File: config.mk
export PLATFORM = sky130hd
export DESIGN_NAME = dtmr_timer
export DESIGN_NICKNAME = d
export VERILOG_FILES = /design/src/rtl/dtmr_pkg.sv /design/src/rtl/dtmr_timer.sv
export VERILOG_INCLUDE_DIRS = /design/src /design/src/rtl
export SDC_FILE = /design/constraint.sdc
export NUM_CORES = 1
export LEC_CHECK = 0
export ABC_AREA = 1
export BUFFER_PORTS_ARGS = -buffer_cell sky130_fd_sc_hd__buf_2
export CAP_MARGIN = 5
export CORE_AREA = 2 2 111 113
export CTS_BUF_LIST = sky130_fd_sc_hd__clkbuf_8
export CTS_CLUSTER_SIZE = 8
export DETAILED_ROUTE_END_ITERATION = 8
export DIE_AREA = 0 0 113 115
export GPL_ROUTABILITY_DRIVEN = 0
export PLACE_DENSITY = 0.63
export SLEW_MARGIN = 25
export SYNTH_ARGS = -nofsm -noshare
export SYNTH_HDL_FRONTEND = slang
export SYNTH_SLANG_ARGS = --single-unit
File: constraint.sdc
create_clock -name core_clk_i -period 2.15 [get_ports core_clk_i]
set_clock_uncertainty 0.1 [all_clocks]
set_input_delay 0.215 -clock core_clk_i [delete_from_list [all_inputs] [get_ports core_clk_i]]
set_output_delay 0.215 -clock core_clk_i [all_outputs]
set_load 0.01 [all_outputs]
File: src/rtl/dtmr_defs.svh
// Purpose: Addresses, field positions, reset values and timing for the dual down timer
// Assumes: Byte-wide register port, 16-bit address, 125 MHz core clock
// Notes:   Definitions only
`ifndef DTMR_DEFS_SVH
`define DTMR_DEFS_SVH

// ----------------------------------------------------------------
// Register addresses
// ----------------------------------------------------------------
`define DTMR_ADDR_IRQ_LEVEL   16'hff21
`define DTMR_ADDR_IRQ_ENABLE  16'hff23
`define DTMR_ADDR_IRQ_FLAG    16'hff25
`define DTMR_ADDR_GLOBAL_CTL  16'hff30
`define DTMR_ADDR_T0_CTL      16'hff31
`define DTMR_ADDR_T1_CTL      16'hff32
`define DTMR_ADDR_T0_RELOAD   16'hff33
`define DTMR_ADDR_T1_RELOAD   16'hff34
`define DTMR_ADDR_T0_READOUT  16'hff35
`define DTMR_ADDR_T1_READOUT  16'hff36

// ----------------------------------------------------------------
// Field positions
// ----------------------------------------------------------------
`define DTMR_BIT_CASCADE      4
`define DTMR_BIT_OUT_SEL      3
`define DTMR_BIT_OUT_EN       2
`define DTMR_BIT_DIV_HI       4
`define DTMR_BIT_DIV_LO       3
`define DTMR_BIT_REPEAT       2
`define DTMR_BIT_PRESET       1
`define DTMR_BIT_RUN          0
`define DTMR_BIT_LEVEL_HI     3
`define DTMR_BIT_LEVEL_LO     2
`define DTMR_BIT_IRQ_T1       7
`define DTMR_BIT_IRQ_T0       6

// ----------------------------------------------------------------
// Reset values and timing
// ----------------------------------------------------------------
`define DTMR_RELOAD_RST       8'hff
`define DTMR_COUNT_RST        8'hff
`define DTMR_CLK_PERIOD_NS    8
`define DTMR_LATCH_HOLD_NS    730000
`define DTMR_LATCH_HOLD_CYC   ((`DTMR_LATCH_HOLD_NS + `DTMR_CLK_PERIOD_NS - 1) / `DTMR_CLK_PERIOD_NS)

`endif

File: src/rtl/dtmr_pkg.sv
// Purpose: Shared types of the dual down timer
// Assumes: Nothing beyond the defs header
// Notes:   Constants live in dtmr_defs.svh
package dtmr_pkg;
	typedef logic [7:0]  dtmr_byte_t;
	typedef logic [15:0] dtmr_addr_t;
	typedef logic [1:0]  dtmr_level_t;
endpackage : dtmr_pkg

File: src/rtl/dtmr_timer.sv
// Purpose: Two 8-bit down timers, cascadable to 16 bits, with output pins and interrupt request
// Assumes: Timer source clock arrives on a pin from another domain; byte register port
// Notes:   Counting advances on falling edges of the synchronised source clock
//
// The plain strobed port was left to the implementer.
`timescale 1ns/10ps
`include "dtmr_defs.svh"

module dtmr_timer #(
	parameter int LATCH_HOLD_CYC = `DTMR_LATCH_HOLD_CYC
) (
	input  wire logic                core_clk_i,          // Core clock, 125 MHz
	input  wire logic                rst_n_i,             // Asynchronous reset, active low
	input  wire logic                timer_src_clk_i,     // Timer source clock pin
	input  wire dtmr_pkg::dtmr_addr_t addr_i,             // Register address
	input  wire dtmr_pkg::dtmr_byte_t wdata_i,            // Register write data
	input  wire logic                wr_i,                // Write strobe
	input  wire logic                rd_i,                // Read strobe
	output dtmr_pkg::dtmr_byte_t     rdata_o,             // Read data, cycle after strobe
	input  wire dtmr_pkg::dtmr_level_t cpu_mask_level_i,  // Processor interrupt mask level
	output logic                     irq_req_o,           // Interrupt request to processor
	output dtmr_pkg::dtmr_level_t    irq_level_o,         // Level of the request
	output logic                     true_output_pin_o,   // Timer output clock
	output logic                     inverted_output_pin_o // Inverted timer output clock
);
	import dtmr_pkg::*;

	localparam logic [16:0] LATCH_HOLD = 17'(LATCH_HOLD_CYC);

	// ----------------------------------------------------------------
	// Helper functions
	// ----------------------------------------------------------------
	function automatic logic div_hit(input logic [5:0] pre, input logic [1:0] sel);
		logic [5:0] mask;
		begin
			mask = 6'h00;
			case (sel)
				2'h1:    mask = 6'h03;
				2'h2:    mask = 6'h0f;
				2'h3:    mask = 6'h3f;
				default: mask = 6'h00;
			endcase
			div_hit = ((pre & mask) == mask);
		end
	endfunction : div_hit

	function automatic logic is_wr(input dtmr_addr_t a, input dtmr_addr_t target, input logic w);
		begin
			is_wr = w && (a == target);
		end
	endfunction : is_wr

	// ----------------------------------------------------------------
	// State
	// ----------------------------------------------------------------
	logic        src_meta_r;
	logic        src_sync_r;
	logic        src_prev_r;
	logic [5:0]  pre_r [2];
	logic        cascade_r;
	logic        out_sel_r;
	logic        out_en_r;
	logic [1:0]  div_r [2];
	logic        repeat_r [2];
	logic        run_req_r [2];
	logic        run_act_r [2];
	dtmr_byte_t  reload_r [2];
	dtmr_byte_t  cnt_r [2];
	dtmr_level_t irq_level_r;
	logic        irq_en_r [2];
	logic        irq_flag_r [2];
	dtmr_byte_t  hold_r;
	logic        latched_r;
	logic [16:0] latch_cnt_r;
	logic        timer_output_clock_r;
	dtmr_byte_t  rdata_nxt;

	logic        src_fall;
	logic        tick [2];
	logic        step0;
	logic        step1;
	logic        uf0;
	logic        uf1;
	logic        uf_comb;
	logic        end0;
	logic        wr_glob;
	logic        wr_ctl [2];
	logic        preset [2];
	logic        rd_low;
	logic        rd_high;
	logic        set0;
	logic        set1;

	// ----------------------------------------------------------------
	// Source clock synchroniser and dividers
	// ----------------------------------------------------------------
	always_ff @(posedge core_clk_i or negedge rst_n_i)
	begin
		if (!rst_n_i)
		begin
			src_meta_r <= 1'b0;
			src_sync_r <= 1'b0;
			src_prev_r <= 1'b0;
		end
		else
		begin
			src_meta_r <= timer_src_clk_i;
			src_sync_r <= src_meta_r;
			src_prev_r <= src_sync_r;
		end
	end

	assign src_fall = src_prev_r & ~src_sync_r;

	// Dividers count source edges; one tick per completed ratio
	always_ff @(posedge core_clk_i or negedge rst_n_i)
	begin
		if (!rst_n_i)
		begin
			pre_r[0] <= 6'h00;
			pre_r[1] <= 6'h00;
		end
		else if (src_fall)
		begin
			pre_r[0] <= pre_r[0] + 6'h01;
			pre_r[1] <= pre_r[1] + 6'h01;
		end
	end

	assign tick[0] = src_fall & div_hit(pre_r[0], div_r[0]);
	assign tick[1] = src_fall & div_hit(pre_r[1], div_r[1]);

	// ----------------------------------------------------------------
	// Decode
	// ----------------------------------------------------------------
	assign wr_glob   = is_wr(addr_i, `DTMR_ADDR_GLOBAL_CTL, wr_i);
	assign wr_ctl[0] = is_wr(addr_i, `DTMR_ADDR_T0_CTL, wr_i);
	assign wr_ctl[1] = is_wr(addr_i, `DTMR_ADDR_T1_CTL, wr_i);
	assign preset[0] = wr_ctl[0] & wdata_i[`DTMR_BIT_PRESET];
	assign preset[1] = wr_ctl[1] & wdata_i[`DTMR_BIT_PRESET] & ~cascade_r;
	assign rd_low    = rd_i && (addr_i == `DTMR_ADDR_T0_READOUT);
	assign rd_high   = rd_i && (addr_i == `DTMR_ADDR_T1_READOUT);

	// ----------------------------------------------------------------
	// Underflow detection
	// ----------------------------------------------------------------
	// The count step uses the active run state, so a stop still decrements once
	assign step0   = tick[0] & run_act_r[0];
	assign uf0     = step0 & (cnt_r[0] == 8'h00);
	assign step1   = cascade_r ? uf0 : (tick[1] & run_act_r[1]);
	assign uf1     = step1 & (cnt_r[1] == 8'h00);
	assign uf_comb = cascade_r & uf1;
	assign end0    = cascade_r ? uf_comb : uf0;

	// ----------------------------------------------------------------
	// Global control
	// ----------------------------------------------------------------
	always_ff @(posedge core_clk_i or negedge rst_n_i)
	begin
		if (!rst_n_i)
		begin
			cascade_r <= 1'b0;
			out_sel_r <= 1'b0;
			out_en_r  <= 1'b0;
		end
		else if (wr_glob)
		begin
			cascade_r <= wdata_i[`DTMR_BIT_CASCADE];
			out_sel_r <= wdata_i[`DTMR_BIT_OUT_SEL];
			out_en_r  <= wdata_i[`DTMR_BIT_OUT_EN];
		end
	end

	// ----------------------------------------------------------------
	// Per-timer configuration and reload values
	// ----------------------------------------------------------------
	always_ff @(posedge core_clk_i or negedge rst_n_i)
	begin
		if (!rst_n_i)
		begin
			for (int i = 0; i < 2; i++)
			begin
				div_r[i]    <= 2'h0;
				repeat_r[i] <= 1'b0;
				reload_r[i] <= `DTMR_RELOAD_RST;
			end
		end
		else
		begin
			for (int i = 0; i < 2; i++)
			begin
				if (wr_ctl[i])
				begin
					div_r[i]    <= wdata_i[`DTMR_BIT_DIV_HI:`DTMR_BIT_DIV_LO];
					repeat_r[i] <= wdata_i[`DTMR_BIT_REPEAT];
				end
			end
			if (is_wr(addr_i, `DTMR_ADDR_T0_RELOAD, wr_i))
				reload_r[0] <= wdata_i;
			if (is_wr(addr_i, `DTMR_ADDR_T1_RELOAD, wr_i))
				reload_r[1] <= wdata_i;
		end
	end

	// ----------------------------------------------------------------
	// Run control
	// ----------------------------------------------------------------
	// Request is software's; active state follows it on a divided source edge, but timer 1's clears at once in cascade
	always_ff @(posedge core_clk_i or negedge rst_n_i)
	begin
		if (!rst_n_i)
		begin
			run_req_r[0] <= 1'b0;
			run_req_r[1] <= 1'b0;
			run_act_r[0] <= 1'b0;
			run_act_r[1] <= 1'b0;
		end
		else
		begin
			if (end0 && !repeat_r[0])
				run_req_r[0] <= 1'b0;
			if (wr_ctl[0])
				run_req_r[0] <= wdata_i[`DTMR_BIT_RUN];
			if (end0 && !repeat_r[0])
				run_act_r[0] <= 1'b0;
			else if (tick[0])
				run_act_r[0] <= run_req_r[0];

			if (cascade_r)
				run_req_r[1] <= 1'b0;
			else if (wr_ctl[1])
				run_req_r[1] <= wdata_i[`DTMR_BIT_RUN];
			else if (uf1 && !repeat_r[1])
				run_req_r[1] <= 1'b0;
			if (cascade_r || (uf1 && !repeat_r[1]))
				run_act_r[1] <= 1'b0;
			else if (tick[1])
				run_act_r[1] <= run_req_r[1];
		end
	end

	// ----------------------------------------------------------------
	// Counters
	// ----------------------------------------------------------------
	// In cascade the low half wraps through ff on its own borrow, like a true 16-bit count
	always_ff @(posedge core_clk_i or negedge rst_n_i)
	begin
		if (!rst_n_i)
		begin
			cnt_r[0] <= `DTMR_COUNT_RST;
			cnt_r[1] <= `DTMR_COUNT_RST;
		end
		else
		begin
			if (preset[0])
				cnt_r[0] <= reload_r[0];
			else if (step0)
			begin
				if (uf0 && (!cascade_r || uf_comb))
					cnt_r[0] <= reload_r[0];
				else
					cnt_r[0] <= cnt_r[0] - 8'h01;
			end

			if (preset[1] || (cascade_r && preset[0]))
				cnt_r[1] <= reload_r[1];
			else if (step1)
			begin
				if (uf1)
					cnt_r[1] <= reload_r[1];
				else
					cnt_r[1] <= cnt_r[1] - 8'h01;
			end
		end
	end

	// ----------------------------------------------------------------
	// High-byte readout latch
	// ----------------------------------------------------------------
	// Holds the timer 1 readout between the two reads so a borrow cannot split the value
	always_ff @(posedge core_clk_i or negedge rst_n_i)
	begin
		if (!rst_n_i)
		begin
			hold_r      <= `DTMR_COUNT_RST;
			latched_r   <= 1'b0;
			latch_cnt_r <= 17'h00000;
		end
		else if (rd_low && cascade_r)
		begin
			hold_r      <= cnt_r[1];
			latched_r   <= 1'b1;
			latch_cnt_r <= LATCH_HOLD;
		end
		else if (rd_high || (latched_r && latch_cnt_r == 17'h00001))
		begin
			latched_r   <= 1'b0;
			latch_cnt_r <= 17'h00000;
		end
		else if (latched_r)
			latch_cnt_r <= latch_cnt_r - 17'h00001;
	end

	// ----------------------------------------------------------------
	// Interrupt control
	// ----------------------------------------------------------------
	assign set0 = uf0 & ~cascade_r;
	assign set1 = cascade_r ? uf_comb : uf1;

	always_ff @(posedge core_clk_i or negedge rst_n_i)
	begin
		if (!rst_n_i)
		begin
			irq_level_r <= 2'h0;
			irq_en_r[0] <= 1'b0;
			irq_en_r[1] <= 1'b0;
		end
		else
		begin
			if (is_wr(addr_i, `DTMR_ADDR_IRQ_LEVEL, wr_i))
				irq_level_r <= wdata_i[`DTMR_BIT_LEVEL_HI:`DTMR_BIT_LEVEL_LO];
			if (is_wr(addr_i, `DTMR_ADDR_IRQ_ENABLE, wr_i))
			begin
				irq_en_r[0] <= wdata_i[`DTMR_BIT_IRQ_T0];
				irq_en_r[1] <= wdata_i[`DTMR_BIT_IRQ_T1];
			end
		end
	end

	// A new underflow beats a clear in the same cycle
	always_ff @(posedge core_clk_i or negedge rst_n_i)
	begin
		if (!rst_n_i)
		begin
			irq_flag_r[0] <= 1'b0;
			irq_flag_r[1] <= 1'b0;
		end
		else
		begin
			if (set0)
				irq_flag_r[0] <= 1'b1;
			else if (is_wr(addr_i, `DTMR_ADDR_IRQ_FLAG, wr_i) && wdata_i[`DTMR_BIT_IRQ_T0])
				irq_flag_r[0] <= 1'b0;
			if (set1)
				irq_flag_r[1] <= 1'b1;
			else if (is_wr(addr_i, `DTMR_ADDR_IRQ_FLAG, wr_i) && wdata_i[`DTMR_BIT_IRQ_T1])
				irq_flag_r[1] <= 1'b0;
		end
	end

	always_comb
	begin
		irq_level_o = irq_level_r;
		irq_req_o   = (irq_level_r > cpu_mask_level_i) &&
		              ((irq_flag_r[0] && irq_en_r[0] && !cascade_r) ||
		               (irq_flag_r[1] && irq_en_r[1]));
	end

	// ----------------------------------------------------------------
	// Timer output
	// ----------------------------------------------------------------
	always_ff @(posedge core_clk_i or negedge rst_n_i)
	begin
		if (!rst_n_i)
			timer_output_clock_r <= 1'b0;
		else if (cascade_r ? uf_comb : (out_sel_r ? uf0 : uf1))
			timer_output_clock_r <= ~timer_output_clock_r;
	end

	// Plain gate after the flop; toggling the enable can clip an output half cycle
	always_comb
	begin
		true_output_pin_o     = out_en_r ? timer_output_clock_r : 1'b1;
		inverted_output_pin_o = out_en_r ? ~timer_output_clock_r : 1'b0;
	end

	// ----------------------------------------------------------------
	// Read data
	// ----------------------------------------------------------------
	always_comb
	begin
		rdata_nxt = 8'h00;
		case (addr_i)
			`DTMR_ADDR_GLOBAL_CTL:
			begin
				rdata_nxt[`DTMR_BIT_CASCADE] = cascade_r;
				rdata_nxt[`DTMR_BIT_OUT_SEL] = out_sel_r;
				rdata_nxt[`DTMR_BIT_OUT_EN]  = out_en_r;
			end
			`DTMR_ADDR_T0_CTL, `DTMR_ADDR_T1_CTL:
			begin
				// Preset bit position stays zero
				rdata_nxt[`DTMR_BIT_DIV_HI:`DTMR_BIT_DIV_LO] = div_r[addr_i[1]];
				rdata_nxt[`DTMR_BIT_REPEAT] = repeat_r[addr_i[1]];
				rdata_nxt[`DTMR_BIT_RUN]    = run_req_r[addr_i[1]] | run_act_r[addr_i[1]];
			end
			`DTMR_ADDR_T0_RELOAD:  rdata_nxt = reload_r[0];
			`DTMR_ADDR_T1_RELOAD:  rdata_nxt = reload_r[1];
			`DTMR_ADDR_T0_READOUT: rdata_nxt = cnt_r[0];
			`DTMR_ADDR_T1_READOUT: rdata_nxt = latched_r ? hold_r : cnt_r[1];
			`DTMR_ADDR_IRQ_LEVEL:
				rdata_nxt[`DTMR_BIT_LEVEL_HI:`DTMR_BIT_LEVEL_LO] = irq_level_r;
			`DTMR_ADDR_IRQ_ENABLE:
			begin
				rdata_nxt[`DTMR_BIT_IRQ_T0] = irq_en_r[0];
				rdata_nxt[`DTMR_BIT_IRQ_T1] = irq_en_r[1];
			end
			`DTMR_ADDR_IRQ_FLAG:
			begin
				rdata_nxt[`DTMR_BIT_IRQ_T0] = irq_flag_r[0];
				rdata_nxt[`DTMR_BIT_IRQ_T1] = irq_flag_r[1];
			end
			default: rdata_nxt = 8'h00;
		endcase
	end

	always_ff @(posedge core_clk_i or negedge rst_n_i)
	begin
		if (!rst_n_i)
			rdata_o <= 8'h00;
		else if (rd_i)
			rdata_o <= rdata_nxt;
		else
			rdata_o <= 8'h00;
	end

endmodule : dtmr_timer

After elaboration in Yosys (flattened, before gate mapping)
Index checks and enable logic that the tools add are counted.

Add/sub/neg operators: 5. Magnitude comparators: 2. Equal/unequal tests: 19. Multiplexer cells: 53. Bitwise gates (word level): 19. Reduce and logical (&&, ||, !) cells: 43.

Operators with widths (count): $eq 16x16->1 const B (10); $mux 8 (8); $mux 17 (3); $pmux 6 s3 (2); $mux 1 (31); $logic_and 1x1->1 (22); $eq 17x1->1 const B (1); $sub 17x1->17 const B (1); $logic_not 8->1 (2); $reduce_bool 2->1 (8); $sub 8x1->8 const B (2); $pmux 2 s7 (1); $add 6x1->6 const B (2); $and 1x1->1 (12); $and 6x6->6 (2); $eq 6x6->1 (2); $pmux 2 s6 (1); $eq 2x2->1 const B (4); $pmux 1 s4 (2); $mux 2 (3); $pmux 1 s6 (1); $reduce_bool 3->1 (2); $logic_or 1x1->1 (5); $pmux 1 s5 (1); other kinds (8) (13).

Register bits: 101. Input bits: 31. Output and inout bits: 13.

Logic depth before layout (Yosys ltp)
Depth after elaboration: 15. Gate-level depth with buffers: 13. Mapped depth without buffers: 13.

Worst setup path after synthesis
Ideal clock, no wire load.

Kind: register to register. Start point: register cnt_r[8] in the netlist's numbering. End point: register timer_output_clock_r. Setup time: 124 ps. Arrival time: 1645 ps. Required time: 1926 ps. Path slack: 281 ps. Stages on the path, launching flop included: 13. Cell sequence: dfstp_2 inv_1 ha_1 inv_1 nor2_1 nand2_1 nor2_1 nand4_1 nand2_2 nand2_1 buf_4 o211ai_1 nand2_1.

Word-level cells in the longest chain between the ends: 6.

Ends and longest elaborated chain: start, declared (line dtmr_timer.sv:68) `dtmr_byte_t cnt_r [2];`; $logic_not 8->1 (*) (line dtmr_timer.sv:149) `assign uf0 = step0 & (cnt_r[0] == 8'h00);`; $and 1x1->1 (*) (line dtmr_timer.sv:149); $mux 1 (line dtmr_timer.sv:150) `assign step1 = cascade_r ? uf0 : (tick[1] & run_act_r[1]);`; $and 1x1->1 (line dtmr_timer.sv:151) `assign uf1 = step1 & (cnt_r[1] == 8'h00);`; $mux 1 or $and 1x1->1 (tied branches) (line dtmr_timer.sv:366, dtmr_timer.sv:152); $mux 1 (*) (line dtmr_timer.sv:366) `else if (cascade_r ? uf_comb : (out_sel_r ? uf0 : uf1))`; end signal, assigned (line dtmr_timer.sv:367) `timer_output_clock_r <= ~timer_output_clock_r;`; end, declared (line dtmr_timer.sv:75) `logic timer_output_clock_r;`.

Every way passes the cells marked *; elsewhere a longest branch is shown, timed or not. A chain may end at the register's enable or synchronous reset.

Final worst setup path
Start point: register cnt_r[8] in the netlist's numbering. End point: register cnt_r[13] in the netlist's numbering.

Word-level cells in the longest chain between the ends: 10.

Ends and longest elaborated chain: $logic_not 8->1 (line dtmr_timer.sv:149); $and 1x1->1 (line dtmr_timer.sv:149); $mux 1 (line dtmr_timer.sv:150); $and 1x1->1 (line dtmr_timer.sv:151); $and 1x1->1 (line dtmr_timer.sv:152) `assign uf_comb = cascade_r & uf1;`; $logic_or 1x1->1 (line dtmr_timer.sv:259) `if (uf0 && (!cascade_r || uf_comb))`; $logic_and 1x1->1 (line dtmr_timer.sv:259); $mux 8 (*) (line dtmr_timer.sv:259); $mux 8 (*) (line dtmr_timer.sv:257) `else if (step0)`; $mux 8 (*) (line dtmr_timer.sv:255) `if (preset[0])`.

Every way passes the cells marked *; elsewhere a longest branch is shown, timed or not. The select of a mux whose other input is x is not followed.

==> impl_summary.md <==
Layout
In the final layout, flip-flops and latches occupy 2580 µm². The fraction of final layout cells with drive strength greater than 1 is 0.204. Relative to the synthesized area, the layout overhead comes to 13.5%. The multi-input combinational cells in the finished layout cover a total of 2750 µm².

Fill cells in the final layout number 1133. The count of nets after finishing is 837. The repair_antennas step left the layout with diodes totalling 0.

Routing
After the first detailed-routing iteration, the DRC count stood at 505. In this run the remaining antenna-violating nets after routing total 0. Dividing the detail-routed wire length by the instance count gives 15.5 µm. After detailed routing, the number of vias per cell comes to 5.32. The total via count in the routed design is 5053. The detailed-router iteration count before antenna repair is 9. For this block, the routed nets add up to 14700 µm of wire. In the routed design, unresolved DRC markers number 6.

Synth
The top cell type's share of synthesized area is 0.266. In the post-synthesis netlist, the biggest area contributors are sky130_fd_sc_hd__dfrtp_1 (27%), sky130_fd_sc_hd__dfstp_2 (18%), sky130_fd_sc_hd__nand2_1 (13%), sky130_fd_sc_hd__inv_1 (6.0%), sky130_fd_sc_hd__nand3_1 (4.9%). The synthesized cell area is 5730 µm².

Each instance of the synthesized netlist takes up on average 7.84 µm². In the synthesized netlist, the cells that appear most often are sky130_fd_sc_hd__nand2_1 (194), sky130_fd_sc_hd__inv_1 (91), sky130_fd_sc_hd__nor2_1 (63), sky130_fd_sc_hd__dfrtp_1 (61), sky130_fd_sc_hd__nand3_1 (56). The share of the Yosys chip area taken by registers is 0.450. By instance count, the leading cell after synthesis is sky130_fd_sc_hd__nand2_1.

The synthesized netlist contains 38 unique library cells. The number of flops mapped to enable cells by yosys is 0. In the synthesized netlist, the number of instances is 731. In the synthesized netlist the dominant register cell turns out to be sky130_fd_sc_hd__dfrtp_1.

The synthesized flop and latch total is 101. When the netlist entered floorplanning its net count stood at 770. The yosys synthesis warning count is 0. The cell type with the highest aggregate area in the netlist is sky130_fd_sc_hd__dfrtp_1. Of all flip-flops after synthesis, the portion carrying an async set or reset was 1.00.

Floorplan
The core region is 11800 µm². The floorplan die height is 115 µm. The initial core utilization is 0.485. The width of the die is 113 µm. The floorplan die area is 13000 µm².

44 I/O pins were placed. The initialized floorplan defines 40 standard-cell rows.

Setup path
In this run the worst path has a maximum fanout of 9. STA classifies the critical path endpoint as a flop. Data on the critical path arrives at its endpoint at 2240 ps.

The required time at the endpoint of the critical path is 2370 ps. The depth of the worst register-to-register path is 13. The kind of start point of the critical path is a flop. By startpoint and endpoint, the worst setup path is classified as reg -> reg.

Clock tree
The clock-pin transition on the worst setup and hold timing paths is 100 ps. Counting every sink on the clock net gives 101. In this run the clock root is driven by a sky130_fd_sc_hd__clkbuf_8. The clock insertion delay at the later pin of the skew report is 390 ps. In this run the number of H-tree levels came out at 3. The clock tree from TritonCTS is done. Counting along the longest clock path gives a buffer depth of 2. The clock buffer count from CTS is 9.

Power and ir drop
The leakage power total is 3.17 nW. The sum of internal, switching and leakage power is 0.00434 W. The worst IR drop on VDD is 0.000408 V.

For this design the ratio of total power to cell area is 667 nW/µm².

Timing
Setup violations remaining at the end of the flow were counted as 0. After layout, the worst setup slack is 128 ps. The count of final max-slew check failures was 0. Static timing analysis puts the maximum clock frequency at 0.495 GHz. Headroom to the max-slew limit came out at 0.689. The slew at the pin with the worst max-slew slack is 461 ps.

The count of endpoints failing hold in the final timing report is 0. The minimum period implied by the final worst setup slack is 2020 ps. The final period utilization is 0.940.

GRT
Entering global routing, the biggest net connects 38 pins. The total track usage is 0.238. The first global-routing pass estimated 24200 µm of wire. The number of antenna violations at the first check in global routing came to 0.

The number of global-route vias before repair came to 4858. The total overflow left after global routing is 0.

Placement
Detailed placement ended at an HPWL of 11200 µm. Timing analysis after detailed placement gives a worst setup slack of 6.02 ps. In this run the tool buffered the top-level ports with 43 buffer cells.

Worst hold path
Counting instances, the worst hold path has a depth of 3. The tightest min-delay check is of the in -> reg type.

Status
The flow ran to the end, but the final reports show violations. The checks that failed: design-rule violations.

Run
The number of violations of the max-capacitance limit is 0.
-- cell usage in the layout, fill, tap and decap left out, types with 12 or more instances in the layout --
cell,instances
sky130_fd_sc_hd__nand2_1,192
sky130_fd_sc_hd__o21ai_0,51
sky130_fd_sc_hd__buf_2,42
sky130_fd_sc_hd__o21ai_1,16
sky130_fd_sc_hd__buf_4,19
sky130_fd_sc_hd__nor3_1,12
sky130_fd_sc_hd__dfrtp_1,61
sky130_fd_sc_hd__xor2_1,25
sky130_fd_sc_hd__inv_1,91
sky130_fd_sc_hd__nand3_1,56
sky130_fd_sc_hd__dfstp_2,40
sky130_fd_sc_hd__nand4_1,14
sky130_fd_sc_hd__nor2_1,61
-- layer usage --
metal	vias to the layer above	GRT usage	part of all wire
met5	-	0	0
met4	0	0.0756	0.020
met3	31	0.0559	0.062
met2	162	0.374	0.45
met1	2359	0.329	0.46
li1	2501	-	-
-- registers in the layout (all words and copies together), names as in the netlist --
signal and count:
src_sync_r 1, latched_r 1, timer_output_clock_r 1, out_en_r 1
irq_flag_r 2, cnt_r 16, run_act_r 2, irq_level_o 2
div_r 4, hold_r 8, irq_en_r 2, rdata_o 8
src_meta_r 1, run_req_r 2, cascade_r 1, reload_r 16
pre_r 12, out_sel_r 1, latch_cnt_r 17, repeat_r 2
src_prev_r 1
-- where the power goes --
group	switching (W)	internal [W]
sequential	0.000166	0.00213
clock	0.000666	0.000477
combinational	0.000529	0.000371
-- worst max-delay path, stage by stage (launching register included) --
cell                      delay, ps
sky130_fd_sc_hd__dfstp_2        390
sky130_fd_sc_hd__inv_2           80
sky130_fd_sc_hd__ha_2           200
sky130_fd_sc_hd__inv_1           50
sky130_fd_sc_hd__nor2_2         110
sky130_fd_sc_hd__nand3_1        130
sky130_fd_sc_hd__nor2_1         170
sky130_fd_sc_hd__nand4_1        210
sky130_fd_sc_hd__nand2_1        130
sky130_fd_sc_hd__inv_2          100
sky130_fd_sc_hd__nand2_4        120
sky130_fd_sc_hd__nand2_1         60
sky130_fd_sc_hd__nand3_1         60
sky130_fd_sc_hd__nand2_1         60
-- final timing paths --
check / from / slack, ps / to
setup / recovery: cnt_r[8] / 130 / cnt_r[13]
hold / removal: wdata_i[4] / 40 / reload_r[12]
setup reg to reg: cnt_r[8] / 130 / cnt_r[13]
hold reg to reg: src_meta_r / 260 / src_sync_r
max in group asynchronous: rst_n_i / 1050 / reload_r[6]
min in group asynchronous: rst_n_i / 200 / pre_r[6]
-- cells by family after synthesis --
logic type,Yosys count,share of synthesized area
simple gates,374,0.304
xor+xnor,34,0.0520
flops,101,0.450
fa+ha+maj,8,0.0175
buf+inv,111,0.0773
compound gates,103,0.0998
-- cell type report --
cell class	instances	area share
clock inverter	5	0.00423
multi-input combinational	519	0.422
sequential	101	0.396
inverter	99	0.0575
tap	147	0.0283
timing repair buffer	68	0.0681
clock buffer	11	0.0233
-- repair_timing --
action                                 CTS  global route
pin swaps                                0             4
setup endpoints to repair                2            17
buffers inserted                         0             3
hold buffers                             5             0
endpoints found under the hold margin   32             0
resized for setup                        1            10
cloned                                   0             0
-- per-stage QoR --
stage / TNS [ps] / hold WS (ps) / instances / util / cell area, µm²
final: 0 / 43.0 / 950 / 0.551 / 6500
after global routing: -28.6 / 64.8 / 950 / 0.551 / 6500
after CTS: 0 / 27.9 / 947 / 0.546 / 6440
after detailed placement: 0 / 85.5 / 926 / 0.526 / 6210
after global placement: 0 / 75.9 / 926 / 0.526 / 6210
after floorplan: 0 / -181 / 731 / - / 5730
(Power assumes the default switching activity.)
